$ cat config.mk
export PLATFORM = sky130hd
export DESIGN_NAME = sla_adaptor
export DESIGN_NICKNAME = d
export VERILOG_FILES = /design/src/common/sla_pkg.sv /design/src/verilog/sla_adaptor.sv /design/src/verilog/sla_fifo2.sv
export VERILOG_INCLUDE_DIRS = /design/src /design/src/common
export SDC_FILE = /design/constraint.sdc
export NUM_CORES = 1
export LEC_CHECK = 0
export ABC_AREA = 1
export BUFFER_PORTS_ARGS = -buffer_cell sky130_fd_sc_hd__buf_2
export CORE_ASPECT_RATIO = 0.75
export CORE_MARGIN = 2
export CORE_UTILIZATION = 60
export CTS_CLUSTER_DIAMETER = 200
export CTS_CLUSTER_SIZE = 20
export DETAILED_ROUTE_END_ITERATION = 7
export PLACE_DENSITY = 0.88
export REMOVE_ABC_BUFFERS = 1
export SLEW_MARGIN = 20
export SYNTH_ARGS = -nofsm -noshare
export SYNTH_HDL_FRONTEND = slang
export SYNTH_SLANG_ARGS = --single-unit
$ cat constraint.sdc
create_clock -name clk_sys -period 3.7 [get_ports clk_sys]
set_input_delay 0 -clock clk_sys [delete_from_list [all_inputs] [get_ports clk_sys]]
set_output_delay 0 -clock clk_sys [all_outputs]
set_load 0.02 [all_outputs]
$ cat src/common/sla_regs.svh
`ifndef SLA_REGS_SVH
`define SLA_REGS_SVH

// System clock and reference rate, in hertz.
`define SLA_CLK_HZ        125000000
`define SLA_REF_HZ        5000000
// Bit rates are multiples of the 5 MHz reference: x2 gives 10 Mbit/s, x4 gives 20 Mbit/s.
`define SLA_SLOW_MULT     2
`define SLA_FAST_MULT     4
// Bit periods in system cycles, rounded down (longest time that still meets the rate).
`define SLA_BIT_CYC_SLOW  ((`SLA_CLK_HZ) / ((`SLA_REF_HZ) * (`SLA_SLOW_MULT)))
`define SLA_BIT_CYC_FAST  ((`SLA_CLK_HZ) / ((`SLA_REF_HZ) * (`SLA_FAST_MULT)))
// Strap observation window in system cycles; covers more than two reference periods.
`define SLA_STRAP_WIN     8'h40
// Register selects, {reg_select_high, reg_select_low}.
`define SLA_SEL_RX_BYTE   2'h0
`define SLA_SEL_TX_BYTE   2'h1
`define SLA_SEL_RX_STAT   2'h2
`define SLA_SEL_TX_STAT   2'h3
// Status/control field positions.
`define SLA_ST_FLAG       0
`define SLA_ST_IE         1
// Packet lengths in bits.
`define SLA_DATA_BITS     4'hb
`define SLA_ACK_BITS      4'h2

`endif

$ cat src/common/sla_pkg.sv
package sla_pkg;

  // Operating mode chosen by the strap.
  typedef enum logic [1:0] {SLA_MODE_WAIT, SLA_MODE_BYTE, SLA_MODE_REG} sla_mode_e;

  // Receive deserialiser states.
  typedef enum logic {SLA_RX_IDLE, SLA_RX_RUN} sla_rx_e;

  // Byte-port handshake states, one set per direction.
  typedef enum logic [1:0] {SLA_HS_IDLE, SLA_HS_BUSY, SLA_HS_DONE} sla_hs_e;

  // One host register access as captured at the chip select edge.
  typedef struct packed {
    logic [1:0] sel;
    logic       rnw;
    logic [7:0] wdata;
  } sla_host_req_s;

endpackage

$ cat src/verilog/sla_adaptor.sv
`timescale 1ns/1ns
`include "sla_regs.svh"
module sla_adaptor
  import sla_pkg::*;
(
  input  wire logic       clk_sys,
  input  wire logic       rst_b,
  input  wire logic       mode_strap,
  input  wire logic       serial_rx_pin,
  output logic            serial_tx_pin,
  input  wire logic [7:0] tx_side_bus,
  input  wire logic       tx_side_valid,
  output logic            tx_side_ack,
  output logic      [7:0] rx_side_bus,
  output logic            rx_side_valid,
  input  wire logic       rx_side_ack,
  input  wire logic       reg_select_low,
  input  wire logic       reg_select_high,
  input  wire logic       read_not_write,
  input  wire logic       chip_select_n,
  input  wire logic [7:0] host_bus_in,
  output logic      [7:0] host_bus_out,
  output logic            host_bus_oe,
  output logic            rx_irq,
  output logic            tx_irq
);

  localparam logic [4:0] BIT_SLOW = 5'(`SLA_BIT_CYC_SLOW);  // Cycles per bit at 10 Mbit/s.
  localparam logic [4:0] BIT_FAST = 5'(`SLA_BIT_CYC_FAST);  // Cycles per bit at 20 Mbit/s.

  logic          rst_meta;      // Reset synchroniser, first stage.
  logic          rst_n;         // Reset released in step with the clock.
  sla_mode_e     mode;          // Mode decided from the strap.
  logic          fast;          // Link runs at the higher rate.
  logic [7:0]    strap_cnt;     // Strap observation timer.
  logic          strap_q;       // Previous strap sample.
  logic          strap_moved;   // Strap toggled, so it follows the reference clock.
  logic [4:0]    bit_cyc;       // Active bit period.
  sla_rx_e       rx_state;      // Deserialiser state.
  logic          rx_prev;       // Previous line sample for the start edge.
  logic [4:0]    rx_tmr;        // Cycles to the next mid-bit sample.
  logic [3:0]    rx_idx;        // Bit index within the packet.
  logic [7:0]    rx_sr;         // Data bits being gathered.
  logic          ack_seen;      // One-cycle pulse: acknowledge packet arrived.
  logic          rx_pend;       // Complete byte waiting to enter the buffer.
  logic [7:0]    rx_hold;       // That byte.
  logic          buf_in_ready;  // Buffer has room.
  logic          buf_valid;     // Buffer holds a byte for the consumer.
  logic [7:0]    buf_data;      // Oldest buffered byte.
  logic          buf_pop;       // Consumer takes the oldest byte.
  logic [10:0]   tx_sr;         // Packet bits, sent from bit 0.
  logic [3:0]    tx_left;       // Bits still to send.
  logic [4:0]    tx_tmr;        // Cycles left in the current bit.
  logic          ack_req;       // Acknowledge packet owed to the far end.
  logic          data_req;      // Data packet waiting to go.
  logic [7:0]    tx_data;       // Byte to send.
  logic          tx_start_ack;  // Loading an acknowledge this cycle.
  logic          tx_start_dat;  // Loading a data packet this cycle.
  sla_hs_e       th_state;      // Byte-port transmit handshake.
  sla_hs_e       rh_state;      // Byte-port receive handshake.
  logic          out_ready;     // Register mode: link free for a new byte.
  logic          out_ie;        // Register mode: output interrupt enable.
  logic          in_ie;         // Register mode: input interrupt enable.
  logic          cs_q;          // Previous chip select, for the falling edge.
  sla_host_req_s host_req;      // Access presented on the host pins.
  logic          host_take;     // Access taken at chip select fall.

  // Register read mux; unused status bits read zero and the write-only byte reads zero.
  function automatic logic [7:0] reg_read(input logic [1:0] sel, input logic [7:0] rxd,
                                          input logic ie_in, input logic dp,
                                          input logic ie_out, input logic rdy);
    logic [7:0] v;
    v = 8'h00;
    if (sel == `SLA_SEL_RX_BYTE)
    begin
      v = rxd;
    end
    else if (sel == `SLA_SEL_RX_STAT)
    begin
      v[`SLA_ST_FLAG] = dp;
      v[`SLA_ST_IE]   = ie_in;
    end
    else if (sel == `SLA_SEL_TX_STAT)
    begin
      v[`SLA_ST_FLAG] = rdy;
      v[`SLA_ST_IE]   = ie_out;
    end
    return v;
  endfunction

  // Reset is applied at once but released through two flops to avoid a ragged release.
  always_ff @(posedge clk_sys or negedge rst_b)
  begin
    if (!rst_b)
    begin
      rst_meta <= 1'b0;
      rst_n    <= 1'b0;
    end
    else
    begin
      rst_meta <= 1'b1;
      rst_n    <= rst_meta;
    end
  end

  // A strap that moves within the window is wired to the reference clock.
  always_ff @(posedge clk_sys or negedge rst_n)
  begin
    if (!rst_n)
    begin
      mode        <= SLA_MODE_WAIT;
      fast        <= 1'b0;
      strap_cnt   <= 8'h00;
      strap_q     <= 1'b0;
      strap_moved <= 1'b0;
    end
    else if (mode == SLA_MODE_WAIT)
    begin
      strap_q   <= mode_strap;
      strap_cnt <= strap_cnt + 8'h01;
      if (strap_cnt != 8'h00 && strap_q != mode_strap)
      begin
        strap_moved <= 1'b1;
      end
      if (strap_cnt == `SLA_STRAP_WIN)
      begin
        mode <= (strap_moved || strap_q) ? SLA_MODE_BYTE : SLA_MODE_REG;
        fast <= strap_moved;
      end
    end
  end

  // Bit period counts down the system clock, scaled to multiples of the reference rate.
  assign bit_cyc = fast ? BIT_FAST : BIT_SLOW;

  // Receiver oversamples the line and re-times on each start edge, so sender phase is free.
  always_ff @(posedge clk_sys or negedge rst_n)
  begin
    if (!rst_n)
    begin
      rx_state <= SLA_RX_IDLE;
      rx_prev  <= 1'b0;
      rx_tmr   <= 5'h00;
      rx_idx   <= 4'h0;
      rx_sr    <= 8'h00;
      ack_seen <= 1'b0;
      rx_pend  <= 1'b0;
      rx_hold  <= 8'h00;
    end
    else
    begin
      rx_prev  <= serial_rx_pin;
      ack_seen <= 1'b0;
      if (rx_pend && buf_in_ready)
      begin
        rx_pend <= 1'b0;
      end
      case (rx_state)
        SLA_RX_IDLE:
        begin
          // First sample lands mid-way through the start bit.
          if (mode != SLA_MODE_WAIT && serial_rx_pin && !rx_prev)
          begin
            rx_state <= SLA_RX_RUN;
            rx_tmr   <= (bit_cyc >> 1) - 5'h01;
            rx_idx   <= 4'h0;
          end
        end
        default:
        begin
          if (rx_tmr != 5'h00)
          begin
            rx_tmr <= rx_tmr - 5'h01;
          end
          else
          begin
            rx_tmr <= bit_cyc - 5'h01;
            rx_idx <= rx_idx + 4'h1;
            if (rx_idx == 4'h0 && !serial_rx_pin)
            begin
              // A start pulse shorter than half a bit is noise.
              rx_state <= SLA_RX_IDLE;
            end
            else if (rx_idx == 4'h1 && !serial_rx_pin)
            begin
              ack_seen <= 1'b1;
              rx_state <= SLA_RX_IDLE;
            end
            else if (rx_idx >= 4'h2 && rx_idx < `SLA_DATA_BITS - 4'h1)
            begin
              rx_sr <= {serial_rx_pin, rx_sr[7:1]};
            end
            else if (rx_idx == `SLA_DATA_BITS - 4'h1)
            begin
              // Stop bit: the byte is complete.
              rx_hold  <= rx_sr;
              rx_pend  <= 1'b1;
              rx_state <= SLA_RX_IDLE;
            end
          end
        end
      endcase
    end
  end

  // Two-entry buffer decouples the deserialiser from a slow consumer.
  sla_fifo2 #(.WIDTH(8), .DEPTH(2)) u_rx_buf (
    .clk_sys   (clk_sys),
    .rst_n     (rst_n),
    .in_valid  (rx_pend),
    .in_ready  (buf_in_ready),
    .in_data   (rx_hold),
    .out_valid (buf_valid),
    .out_ready (buf_pop),
    .out_data  (buf_data)
  );

  // Host access is taken once, on the cycle chip select is first seen low.
  assign host_req  = '{sel: {reg_select_high, reg_select_low}, rnw: read_not_write, wdata: host_bus_in};
  assign host_take = (mode == SLA_MODE_REG) && !chip_select_n && cs_q;

  // Byte mode pops into the output latch; register mode pops on a data read.
  assign buf_pop = (mode == SLA_MODE_BYTE) ? (rh_state == SLA_HS_IDLE)
                 : (host_take && host_req.rnw && host_req.sel == `SLA_SEL_RX_BYTE);

  // Serialiser: an owed acknowledge goes before a waiting byte so the far end never stalls.
  assign tx_start_ack = (mode != SLA_MODE_WAIT) && (tx_left == 4'h0) && ack_req;
  assign tx_start_dat = (mode != SLA_MODE_WAIT) && (tx_left == 4'h0) && !ack_req && data_req;

  always_ff @(posedge clk_sys or negedge rst_n)
  begin
    if (!rst_n)
    begin
      serial_tx_pin <= 1'b0;
      tx_sr         <= 11'h000;
      tx_left       <= 4'h0;
      tx_tmr        <= 5'h00;
    end
    else if (tx_start_ack || tx_start_dat)
    begin
      tx_sr   <= tx_start_ack ? 11'h001 : {1'b0, tx_data, 2'h3};
      tx_left <= tx_start_ack ? `SLA_ACK_BITS : `SLA_DATA_BITS;
      tx_tmr  <= 5'h00;
    end
    else if (tx_left != 4'h0)
    begin
      if (tx_tmr == 5'h00)
      begin
        serial_tx_pin <= tx_sr[0];
        tx_sr         <= {1'b0, tx_sr[10:1]};
        tx_tmr        <= bit_cyc - 5'h01;
      end
      else
      begin
        tx_tmr <= tx_tmr - 5'h01;
        if (tx_tmr == 5'h01 && tx_left == 4'h1)
        begin
          tx_left <= 4'h0;
        end
        else if (tx_tmr == 5'h01)
        begin
          tx_left <= tx_left - 4'h1;
        end
      end
    end
    else
    begin
      serial_tx_pin <= 1'b0;
    end
  end

  // Owed acknowledges: raised when the consumer takes a byte, cleared when sent.
  always_ff @(posedge clk_sys or negedge rst_n)
  begin
    if (!rst_n)
    begin
      ack_req <= 1'b0;
    end
    else if ((mode == SLA_MODE_BYTE && rh_state == SLA_HS_BUSY && rx_side_ack) ||
             (mode == SLA_MODE_REG && buf_pop && buf_valid))
    begin
      ack_req <= 1'b1;
    end
    else if (tx_start_ack)
    begin
      ack_req <= 1'b0;
    end
  end

  // Byte-port transmit handshake; a new byte is only taken once the last was acknowledged.
  always_ff @(posedge clk_sys or negedge rst_n)
  begin
    if (!rst_n)
    begin
      th_state    <= SLA_HS_IDLE;
      tx_side_ack <= 1'b0;
      data_req    <= 1'b0;
      tx_data     <= 8'h00;
      out_ready   <= 1'b1;
    end
    else if (mode == SLA_MODE_BYTE)
    begin
      if (tx_start_dat)
      begin
        data_req <= 1'b0;
      end
      case (th_state)
        SLA_HS_IDLE:
        begin
          if (tx_side_valid)
          begin
            tx_data  <= tx_side_bus;
            data_req <= 1'b1;
            th_state <= SLA_HS_BUSY;
          end
        end
        SLA_HS_BUSY:
        begin
          if (ack_seen && !data_req)
          begin
            tx_side_ack <= 1'b1;
            th_state    <= SLA_HS_DONE;
          end
        end
        default:
        begin
          if (!tx_side_valid)
          begin
            tx_side_ack <= 1'b0;
            th_state    <= SLA_HS_IDLE;
          end
        end
      endcase
    end
    else if (mode == SLA_MODE_REG)
    begin
      if (tx_start_dat)
      begin
        data_req <= 1'b0;
      end
      if (host_take && !host_req.rnw && host_req.sel == `SLA_SEL_TX_BYTE)
      begin
        tx_data   <= host_req.wdata;
        data_req  <= 1'b1;
        out_ready <= 1'b0;
      end
      // An arriving acknowledge wins over a write in the same cycle.
      if (ack_seen)
      begin
        out_ready <= 1'b1;
      end
    end
  end

  // Byte-port receive handshake, independent of the transmit side.
  always_ff @(posedge clk_sys or negedge rst_n)
  begin
    if (!rst_n)
    begin
      rh_state      <= SLA_HS_IDLE;
      rx_side_valid <= 1'b0;
      rx_side_bus   <= 8'h00;
    end
    else if (mode == SLA_MODE_BYTE)
    begin
      case (rh_state)
        SLA_HS_IDLE:
        begin
          if (buf_valid)
          begin
            rx_side_bus   <= buf_data;
            rx_side_valid <= 1'b1;
            rh_state      <= SLA_HS_BUSY;
          end
        end
        SLA_HS_BUSY:
        begin
          if (rx_side_ack)
          begin
            rx_side_valid <= 1'b0;
            rh_state      <= SLA_HS_DONE;
          end
        end
        default:
        begin
          if (!rx_side_ack)
          begin
            rh_state <= SLA_HS_IDLE;
          end
        end
      endcase
    end
  end

  // Host status/control writes; a write to the receive byte is silently dropped.
  always_ff @(posedge clk_sys or negedge rst_n)
  begin
    if (!rst_n)
    begin
      cs_q   <= 1'b1;
      in_ie  <= 1'b0;
      out_ie <= 1'b0;
    end
    else
    begin
      cs_q <= chip_select_n;
      if (host_take && !host_req.rnw && host_req.sel == `SLA_SEL_RX_STAT)
      begin
        in_ie <= host_req.wdata[`SLA_ST_IE];
      end
      else if (host_take && !host_req.rnw && host_req.sel == `SLA_SEL_TX_STAT)
      begin
        out_ie <= host_req.wdata[`SLA_ST_IE];
      end
    end
  end

  // Read data and interrupt lines, all registered for clean pins.
  always_ff @(posedge clk_sys or negedge rst_n)
  begin
    if (!rst_n)
    begin
      host_bus_out <= 8'h00;
      host_bus_oe  <= 1'b0;
      rx_irq       <= 1'b0;
      tx_irq       <= 1'b0;
    end
    else
    begin
      // The bus is driven only during a read cycle so the host owns it otherwise.
      host_bus_oe  <= (mode == SLA_MODE_REG) && !chip_select_n && read_not_write;
      // Read data is captured at the access edge and held while chip select stays low,
      // because a data read pops the buffer and the next word must not leak onto the bus.
      if (host_take || chip_select_n)
      begin
        host_bus_out <= reg_read(host_req.sel, buf_data, in_ie, buf_valid, out_ie, out_ready);
      end
      rx_irq       <= (mode == SLA_MODE_REG) && buf_valid && in_ie;
      tx_irq       <= (mode == SLA_MODE_REG) && out_ready && out_ie;
    end
  end

endmodule

$ cat src/verilog/sla_fifo2.sv
`timescale 1ns/1ns
module sla_fifo2
  import sla_pkg::*;
#(
  parameter int WIDTH = 8,
  parameter int DEPTH = 2
)
(
  input  wire logic             clk_sys,
  input  wire logic             rst_n,
  input  wire logic             in_valid,
  output logic                  in_ready,
  input  wire logic [WIDTH-1:0] in_data,
  output logic                  out_valid,
  input  wire logic             out_ready,
  output logic      [WIDTH-1:0] out_data
);

  localparam int AW = (DEPTH > 1) ? $clog2(DEPTH) : 1;

  logic [WIDTH-1:0] mem [DEPTH];  // Storage array.
  logic [AW-1:0]    wr_ptr;       // Next slot to fill.
  logic [AW-1:0]    rd_ptr;       // Oldest slot.
  logic [AW:0]      count;        // Words held.
  logic             push;         // Accepted write.
  logic             pop;          // Accepted read.

  assign in_ready  = (count < (AW+1)'(DEPTH));
  assign out_valid = (count != '0);
  assign out_data  = mem[rd_ptr];
  assign push      = in_valid && in_ready;
  assign pop       = out_valid && out_ready;

  // Write side: storage is not reset since only counted slots are ever read.
  always_ff @(posedge clk_sys)
  begin
    if (push)
    begin
      mem[wr_ptr] <= in_data;
    end
  end

  // Pointers wrap at the depth, which need not be a power of two.
  always_ff @(posedge clk_sys or negedge rst_n)
  begin
    if (!rst_n)
    begin
      wr_ptr <= '0;
      rd_ptr <= '0;
      count  <= '0;
    end
    else
    begin
      if (push)
      begin
        wr_ptr <= (wr_ptr == AW'(DEPTH - 1)) ? '0 : wr_ptr + 1'b1;
      end
      if (pop)
      begin
        rd_ptr <= (rd_ptr == AW'(DEPTH - 1)) ? '0 : rd_ptr + 1'b1;
      end
      if (push && !pop)
      begin
        count <= count + 1'b1;
      end
      else if (pop && !push)
      begin
        count <= count - 1'b1;
      end
    end
  end

endmodule

==> results of run 1 <==
## worst min-delay path by stage
stage,startpoint,end,slack (ns)
after CTS,reg_select_high,out_ie$_DFFE_PN0P_,0.01
final,reg_select_high,out_ie$_DFFE_PN0P_,0.04
after detailed placement,rst_b,rst_meta$_DFF_PN0_,-0.21
after global placement,rst_b,rst_meta$_DFF_PN0_,-0.21
after floorplan,rst_b,rst_meta$_DFF_PN0_,-0.30
after global routing,reg_select_high,host_bus_out[4]$_DFFE_PN0P_,0.05
## power groups by stage
stage / registers [uW] / clock network [uW] / logic, uW
after global routing: 1520 / 1730 / 493
after global placement: 1520 / 0 / 382
after floorplan: 1530 / 0 / 292
after detailed placement: 1530 / 0 / 406
after CTS: 1510 / 1670 / 433
final: 1510 / 1660 / 439
## state kept, by name, summed over array words and instances (netlist names), 2 cells and up
name / count
tx_data: 8
u_rx_buf.mem: 16
rx_side_bus: 8
rx_idx: 4
tx_tmr: 5
strap_cnt: 8
rx_tmr: 5
rh_state: 2
rx_sr: 8
tx_sr: 10
rx_hold: 8
th_state: 2
host_bus_out: 8
u_rx_buf.count: 2
tx_left: 4
mode: 2
## layer usage
layer / vias up / part of all wire [%] / GRT usage, % / routed length (um)
li1: 2348 / - / - / -
met1: 2467 / 41 / 35.61 / 5955
met2: 242 / 50 / 47.89 / 7274
met3: 42 / 6.5 / 7.741 / 947
met4: 0 / 2.4 / 11.11 / 348
met5: - / 0 / 0 / 0
## area by class of cell
type / count / area (um2)
clock buffer: 19 / 442.9
clock inverter: 13 / 150.1
fill: 577 / 2516
inverter: 85 / 319.1
multi-input combinational: 463 / 2371
sequential: 123 / 3164
tap: 132 / 165.2
timing repair buffer: 73 / 490.5
## logic make-up (layout without fill, tap and decap cells)
| kind of cell | after synthesis | in the layout |
|---|---|---|
| AND/OR/NAND/NOR | 366 | 366 |
| flip-flops | 123 | 123 |
| buffers and inverters | 95 | 190 |
| AO/OA/AOI/OAI | 65 | 65 |
| adder cells (fa/ha/maj) | 16 | 16 |
| XOR/XNOR | 15 | 15 |
| other | 1 | 1 |
## per-stage QoR
step                      hold slack, ns  instance area (um2)  setup slack (ns)  utilization [%]  cells
after global placement           -0.2137                 6270             1.430            65.18    852
after global routing             0.05236                 7103             1.010            73.84    908
after CTS                        0.01072                 7103             1.232            73.84    908
final                            0.04441                 7103             1.144            73.84    908
after floorplan                  -0.2956                 5851            0.5021                -    671
after detailed placement         -0.2116                 6270             1.340            65.18    852
## cells in the final DEF, fill, tap and decap left out, drive strengths merged
| master | instances |
|---|---|
| a211oi | 1 |
| a21boi | 1 |
| a21oi | 10 |
| a31oi | 3 |
| and3 | 2 |
| buf | 49 |
| bufinv | 3 |
| clkbuf | 19 |
| clkinv | 8 |
| clkinvlp | 5 |
| conb | 1 |
| dfrtp | 105 |
| dfstp | 2 |
| dlygate4sd3 | 24 |
| edfxtp | 16 |
| ha | 16 |
| inv | 82 |
| nand2 | 218 |
| nand3 | 68 |
| nand4 | 9 |
| nor2 | 54 |
| nor3 | 10 |
| nor3b | 3 |
| o211ai | 2 |
| o21a | 1 |
| o21ai | 43 |
| o22a | 1 |
| o22ai | 3 |
| or2 | 2 |
| xnor2 | 4 |
| xor2 | 11 |
## worst max-delay path, delay by kind of cell (launching register included)
family	cells	cell delay, ns
buffers and inverters	2	0.37
adders and majority gates	2	0.90
AOI/OAI and AO/OA	3	0.50
and+or+nand+nor	1	0.10
xor gates and xnor gates	1	0.16
DFF	1	0.40
==> summary.md, run 1 <==
| Metric | Value |
|---|---|
| Area leader, netlist | dfrtp_1 |
| Slew @ Worst Pin | 0.8449 ns |
| DR iter-0 viols | 687 |
| Final Power | 3609 uW |
| Synth Area in Simple Gates | 28.15% |
| Height of the die | 89.99 um |
| Largest net degree at the start of global routing | 52 |
| Layout area overhead | 20.07% |
| Post-synth top area share | 44.42% |
| Commonest register cell after synthesis | dfrtp_1 |
| P_sw | 956.5 uW |
| CTS tree | done |
| R2R setup slack | 1.14 ns |
| Synth Area in Adders | 3.384% |
| Mapped Area | 5916 um2 |
| Synthesized instance count | 681 |
| CTS max path bufs | 2 |
| Switching Share | 26.51% |
| Fmax | 391.2 MHz |
| Via density | 5.616 |
| Startpoint Class | flip-flop |
| Hold Path Class | input pin to flip-flop |
| CP max stage delay | 0.56 ns |
| Peak supply drop | 0.4221 mV |
| Max-slew headroom | 43.29% |
| Root Buffer | clkbuf_16 |
| Crit path capture | u_rx_buf.count[1]$_DFFE_PN0P_ |
| Worst Skew | 0.007934 ns |
| Share of cells above drive strength 1 | 14.18% |
| CTS Hold Bufs | 24 |
| Synth top area cells | dfrtp_1 (44%), nand2_1 (14%), edfxtp_1 (8.1%), nand3_1 (5.4%), inv_1 (4.9%) |
| Netlist cell types | 45 |
| TNS Setup | 0 ns |
| Sequential share of power | 41.8% |
| Logic pwr share | 12.2% |
| DR DRC count | 0 |
| Post_cts resized | 0 |
| YS warnings | 0 |
| Maxcap violations | 0 |
| CP required | 3.98 ns |
| TritonCTS Buffers | 17 |
| Crit path top cell by count | ha_1 |
| Internal | 2652 uW |
| Antenna diodes | 0 |
| Nets@finish | 805 |
| Dpl hpwl | 8719 um |
| Clk sink count | 123 |
| Drt wl/cell | 16.00 um |
| CP endpoint kind | flip-flop |
| Post-synth EDFFs | 16 |
| Seq/Total Area, Yosys | 53.43% |
| Final ANT Viol Nets | 0 |
| Overall Global Routing Usage | 28.62% |
| Worst setup path start | mode[1]$_DFFE_PN0P_ |
| FF-to-FF End | u_rx_buf.count[1]$_DFFE_PN0P_ |
| Combinational family with the most area after synthesis | simple AND/OR/NAND/NOR gates |
| R2r worst-path depth | 9 |
| Chip Width | 118.7 um |
| Via count | 5099 |
| Pins Over Slew Limit | 0 |
| Most instantiated library cell after synthesis | nand2_1 |
| Fin crit share | 69.09% |
| Async SR Flop Fraction | 86.99% |
| Syn_area_per_cell | 8.687 um2 |
| CP Max Fanout | 15 |
| Final setup viols | 0 |
| FF+latch count, synth | 123 |
| First-pass GRT wire length | 24350 um |
| Clock share of power | 46.1% |
| Vias in the first global route | 5158 |
| RSZ-0062 raised after global routing | no |
| Post-Route WL | 14530 um |
| Worst-path clk slew | 0.05 ns |
| # rows | 31 |
| Post-CTS Setup Bufs | 0 |
| R2r startpoint | mode[1]$_DFFE_PN0P_ |
| Initial antenna violation count | 0 |
| Placer Congestion | 0.8459 |
| Worst hold path depth | 4 |
| I/O pin count | 48 |
| Most frequent cells after synthesis | nand2_1 (214), dfrtp_1 (105), inv_1 (78) |
| Initial Utilization | 61.50% |
| PwrDens | 508.1 nW/um2 |
| Synth Area in XOR/XNOR | 2.221% |
| WP data arrival | 2.84 ns |
| Leakage | 0.003794 uW |
| Status | finished, final reports clean |
| Port Buffer Count | 47 |
| Compound-gate portion of the synthesized area | 6.261% |
| Post-synthesis mux area share | 0% |
| Clk_lat worst skew | 0.42 ns |
| Die area | 10680 um2 |
| H-tree Lvls | 4 |
| Slowest CP cell | ha_1 |
| Min cycle time layout | 2.556 ns |
| Critical path class | flip-flop to flip-flop |
| CORE AREA | 9619 um2 |
| First-pass detailed-route iteration total | 6 |
| Final Hold Violating Endpoints | 0 |
| CP cell instances | inv_1, ha_1, inv_2, o22ai_2, nand2_1, ha_1, a21oi_1, o21ai_0, xor2_1 |
| GRT overflow | 0 |
Note: power is estimated with default switching activity, not from simulation.
==> run 2: changes to the inputs <==
ABC_AREA = 0   (was 1)
CORE_UTILIZATION = 54   (was 60)
PLACE_DENSITY = 0.84   (was 0.88)
clock period = 2.1 ns   (was 3.7 ns; I/O delays follow)
==> run 2 against run 1 <==
Effect of this change: maximum frequency rose by 25%; sequential power grew 120%; largest power group is now sequential cells; flip-flop and latch count unchanged; clock skew rose by 0.00070 ns; final cell count shrank 20%; count of clock-buffer cells in the layout increased by 1; power up 120%; cell area is 0.95% lower; combinational power grew to 3.6 times the previous value; register-to-register slack worse by 1.1 ns; non-clock buffer count rose by 25; global-route usage shrank 5.2 points; highest routed layer unchanged; critical endpoint unchanged.
==> summary.md, run 2 <==
| Metric | Value |
|---|---|
| CORE AREA | 10130 um2 |
| Most flop-heavy register | u_rx_buf.mem |
| Most instantiated library cell after synthesis | dfrtp_1 |
| CTS max path bufs | 2 |
| Biggest regs | u_rx_buf.mem: 16 flops, tx_sr: 10 flops |
| Final setup margin | 0.05602 ns |
| Synth top area cells | dfrtp_1 (47%), edfxtp_1 (8.7%), mux2_2 (3.6%), ha_1 (3.6%), mux2i_1 (3.1%) |
| Async SR Flop Fraction | 86.99% |
| CP Max Fanout | 4 |
| Commonest register cell after synthesis | dfrtp_1 |
| Area leader, netlist | dfrtp_1 |
| Final ANT Viol Nets | 0 |
| Maxcap violations | 0 |
| Drt wl/cell | 17.02 um |
| Clk sink count | 123 |
| DR iter-0 viols | 342 |
| Port Buffer Count | 47 |
| Max reg flops | 16 |
| Most frequent cells after synthesis | dfrtp_1 (105), nand2_1 (40), nor2_1 (33) |
| Nets@finish | 621 |
| Chip Width | 121.1 um |
| Overall Global Routing Usage | 23.44% |
| I/O pin count | 48 |
| Critical path class | flip-flop to flip-flop |
| Placer Congestion | 0.8482 |
| FF+latch count, synth | 123 |
| WP data arrival | 2.37 ns |
| RSZ-0062 raised after global routing | yes |
| PwrDens | 1104 nW/um2 |
| Fillcell total | 629 |
| YS warnings | 0 |
| Leakage | 0.003309 uW |
| Slew @ Worst Pin | 0.6666 ns |
| Dpl hpwl | 7654 um |
| # rows | 32 |
| Min cycle time layout | 2.044 ns |
| Via count | 4131 |
| CTS tree | done |
| Most frequent cells in the layout | dfrtp_1 (104), buf_2 (47), nand2_1 (40) |
| Commonest non-fill, non-tap cell in the layout | dfrtp_1 |
| Final Hold Violating Endpoints | 0 |
| Share of cells above drive strength 1 | 27.20% |
| Initial Utilization | 54.83% |
| CP required | 2.43 ns |
| Post-synth top area share | 47.31% |
| Post-synth EDFFs | 16 |
| Root Buffer | clkbuf_16 |
| First-pass detailed-route iteration total | 5 |
| Fin crit share | 97.33% |
| Peak supply drop | 0.6736 mV |
| Hold Path Class | input pin to flip-flop |
| Antenna diodes | 0 |
| Worst-path clk slew | 0.05 ns |
| Syn_area_per_cell | 11.64 um2 |
| TritonCTS Buffers | 17 |
| Height of the die | 91.83 um |
| Clk_lat worst skew | 0.41 ns |
| First-pass GRT wire length | 20130 um |
| Netlist cell types | 63 |
| CP max stage delay | 0.38 ns |
| CP cell instances | inv_2, ha_2, nand2b_1, o32a_1, or2_4, ha_2, xor2_1, nor2_1, xor2_1 |
| Final setup viols | 0 |
| Mapped Area | 5554 um2 |
| Initial antenna violation count | 0 |
| TNS Setup | 0 ns |
| Largest net degree at the start of global routing | 44 |
| Worst Skew | 0.008632 ns |
| Startpoint Class | flip-flop |
| Post-Route WL | 12390 um |
| Area occupied by multi-input gates | 2303 um2 |
| DR DRC count | 0 |
| Register area | 3164 um2 |
| Status | finished, final reports clean |
| DP Worst Slack | -0.04262 ns |
| CP endpoint kind | flip-flop |
| Synthesized instance count | 477 |
| Layout area overhead | 26.67% |
| Die area | 11120 um2 |
| Vias in the first global route | 4195 |
| Fmax | 489.2 MHz |
| Via density | 5.674 |
| Max-slew headroom | 55.39% |
| Slowest CP cell | dfrtp_1 |
| GRT overflow | 0 |
| H-tree Lvls | 4 |
| Seq/Total Area, Yosys | 56.90% |
| Pins Over Slew Limit | 0 |
==> run 2: cell types whose count changed after synthesis, moves of 8 or more <==
cell      before  now
nor2_1        46   33
inv_1         78   21
clkbuf_1       2   11
mux2_2         0   18
mux2_4         0    8
nand3_1       64   12
o21ai_0       40   32
nand2b_1       0    9
a21oi_1        9   27
a22oi_1        0    8
mux2i_1        0   17
nand2_1      214   40
o31ai_1        0    8
==> run 2: path summary, 6_finish.rpt <==
check	startpoint	depth (start not counted)	slack (ns)	end
setup reg to reg	mode[1]$_DFFE_PN0P_	9	0.06	u_rx_buf.count[1]$_DFFE_PN0P_
min in group asynchronous	rst_n$_DFF_PN0_	0	0.32	rx_tmr[0]$_DFFE_PN0P_
setup / recovery	mode[1]$_DFFE_PN0P_	9	0.06	u_rx_buf.count[1]$_DFFE_PN0P_
hold reg to reg	rst_n$_DFF_PN0_	0	0.32	rx_tmr[0]$_DFFE_PN0P_
hold / removal	reg_select_low	3	0.03	out_ie$_DFFE_PN0P_
max in group asynchronous	rst_n$_DFF_PN0_	1	1.08	cs_q$_DFF_PN1_
==> run 2: report_power, final <==
| part | internal [uW] | leakage, uW | switching (uW) |
|---|---|---|---|
| clock | 1890 | 0.000294 | 1030 |
| sequential | 2810 | 0.00150 | 446 |
| combinational | 743 | 0.00151 | 853 |
| total | 5440 | 0.00331 | 2330 |
==> run 2: layer usage <==
metal  wire [um]  track usage (%)
met2        6192            37.83
met5           0                0
met4         227            10.17
met3         630            6.095
met1        5337            29.99
==> run 2: area by class of cell <==
| type | count | share of cell area [%] |
|---|---|---|
| clock buffers | 20 | 6.349 |
| clock inverters | 12 | 2.081 |
| inverters | 22 | 1.174 |
| multi-input cells | 317 | 32.74 |
| flip-flops and latches | 123 | 44.98 |
| well taps | 136 | 2.419 |
| repair buffers | 98 | 10.26 |
==> run 2: logic make-up after synthesis <==
kind of cell,share of synthesized area (%)
and+or+nand+nor,13.27
other,0.06752
xor gates and xnor gates,2.523
buffers and inverters,2.703
muxes,9.281
adders and majority gates,3.604
AOI/OAI and AO/OA,11.65
DFF,56.90
==> run 2: worst max-delay path: cells and delay by family (launching register included) <==
kind                     cells  cell delay (ns)
AO/OA/AOI/OAI                1             0.31
XOR/XNOR                     2             0.31
adder cells (fa/ha/maj)      2             0.38
buffers and inverters        1             0.06
flip-flops                   1             0.38
AND/OR/NAND/NOR              3             0.51
==> run 2: timing repair <==
| action | in CTS | in global routing |
|---|---|---|
| hold buffers | 25 | 0 |
| hold endpoints to repair | 26 | 0 |
| gates resized for setup | 4 | 12 |
| gates cloned | 0 | 1 |
| setup buffers | 0 | 0 |
| setup endpoints to repair | 9 | 17 |
==> run 2: per-stage QoR <==
stage	hold slack, ns	utilization, %	std cells	area (um2)	total power, uW
6_report	0.02903	69.45	728	7036	7768
3_3_place_gp	-0.2138	60.42	670	6121	4628
2_1_floorplan	-0.2956	-	462	5487	4202
4_1_cts	0.01844	68.85	727	6974	7753
3_5_place_dp	-0.2127	60.42	670	6121	4747
5_1_grt	0.04604	69.45	728	7036	8132
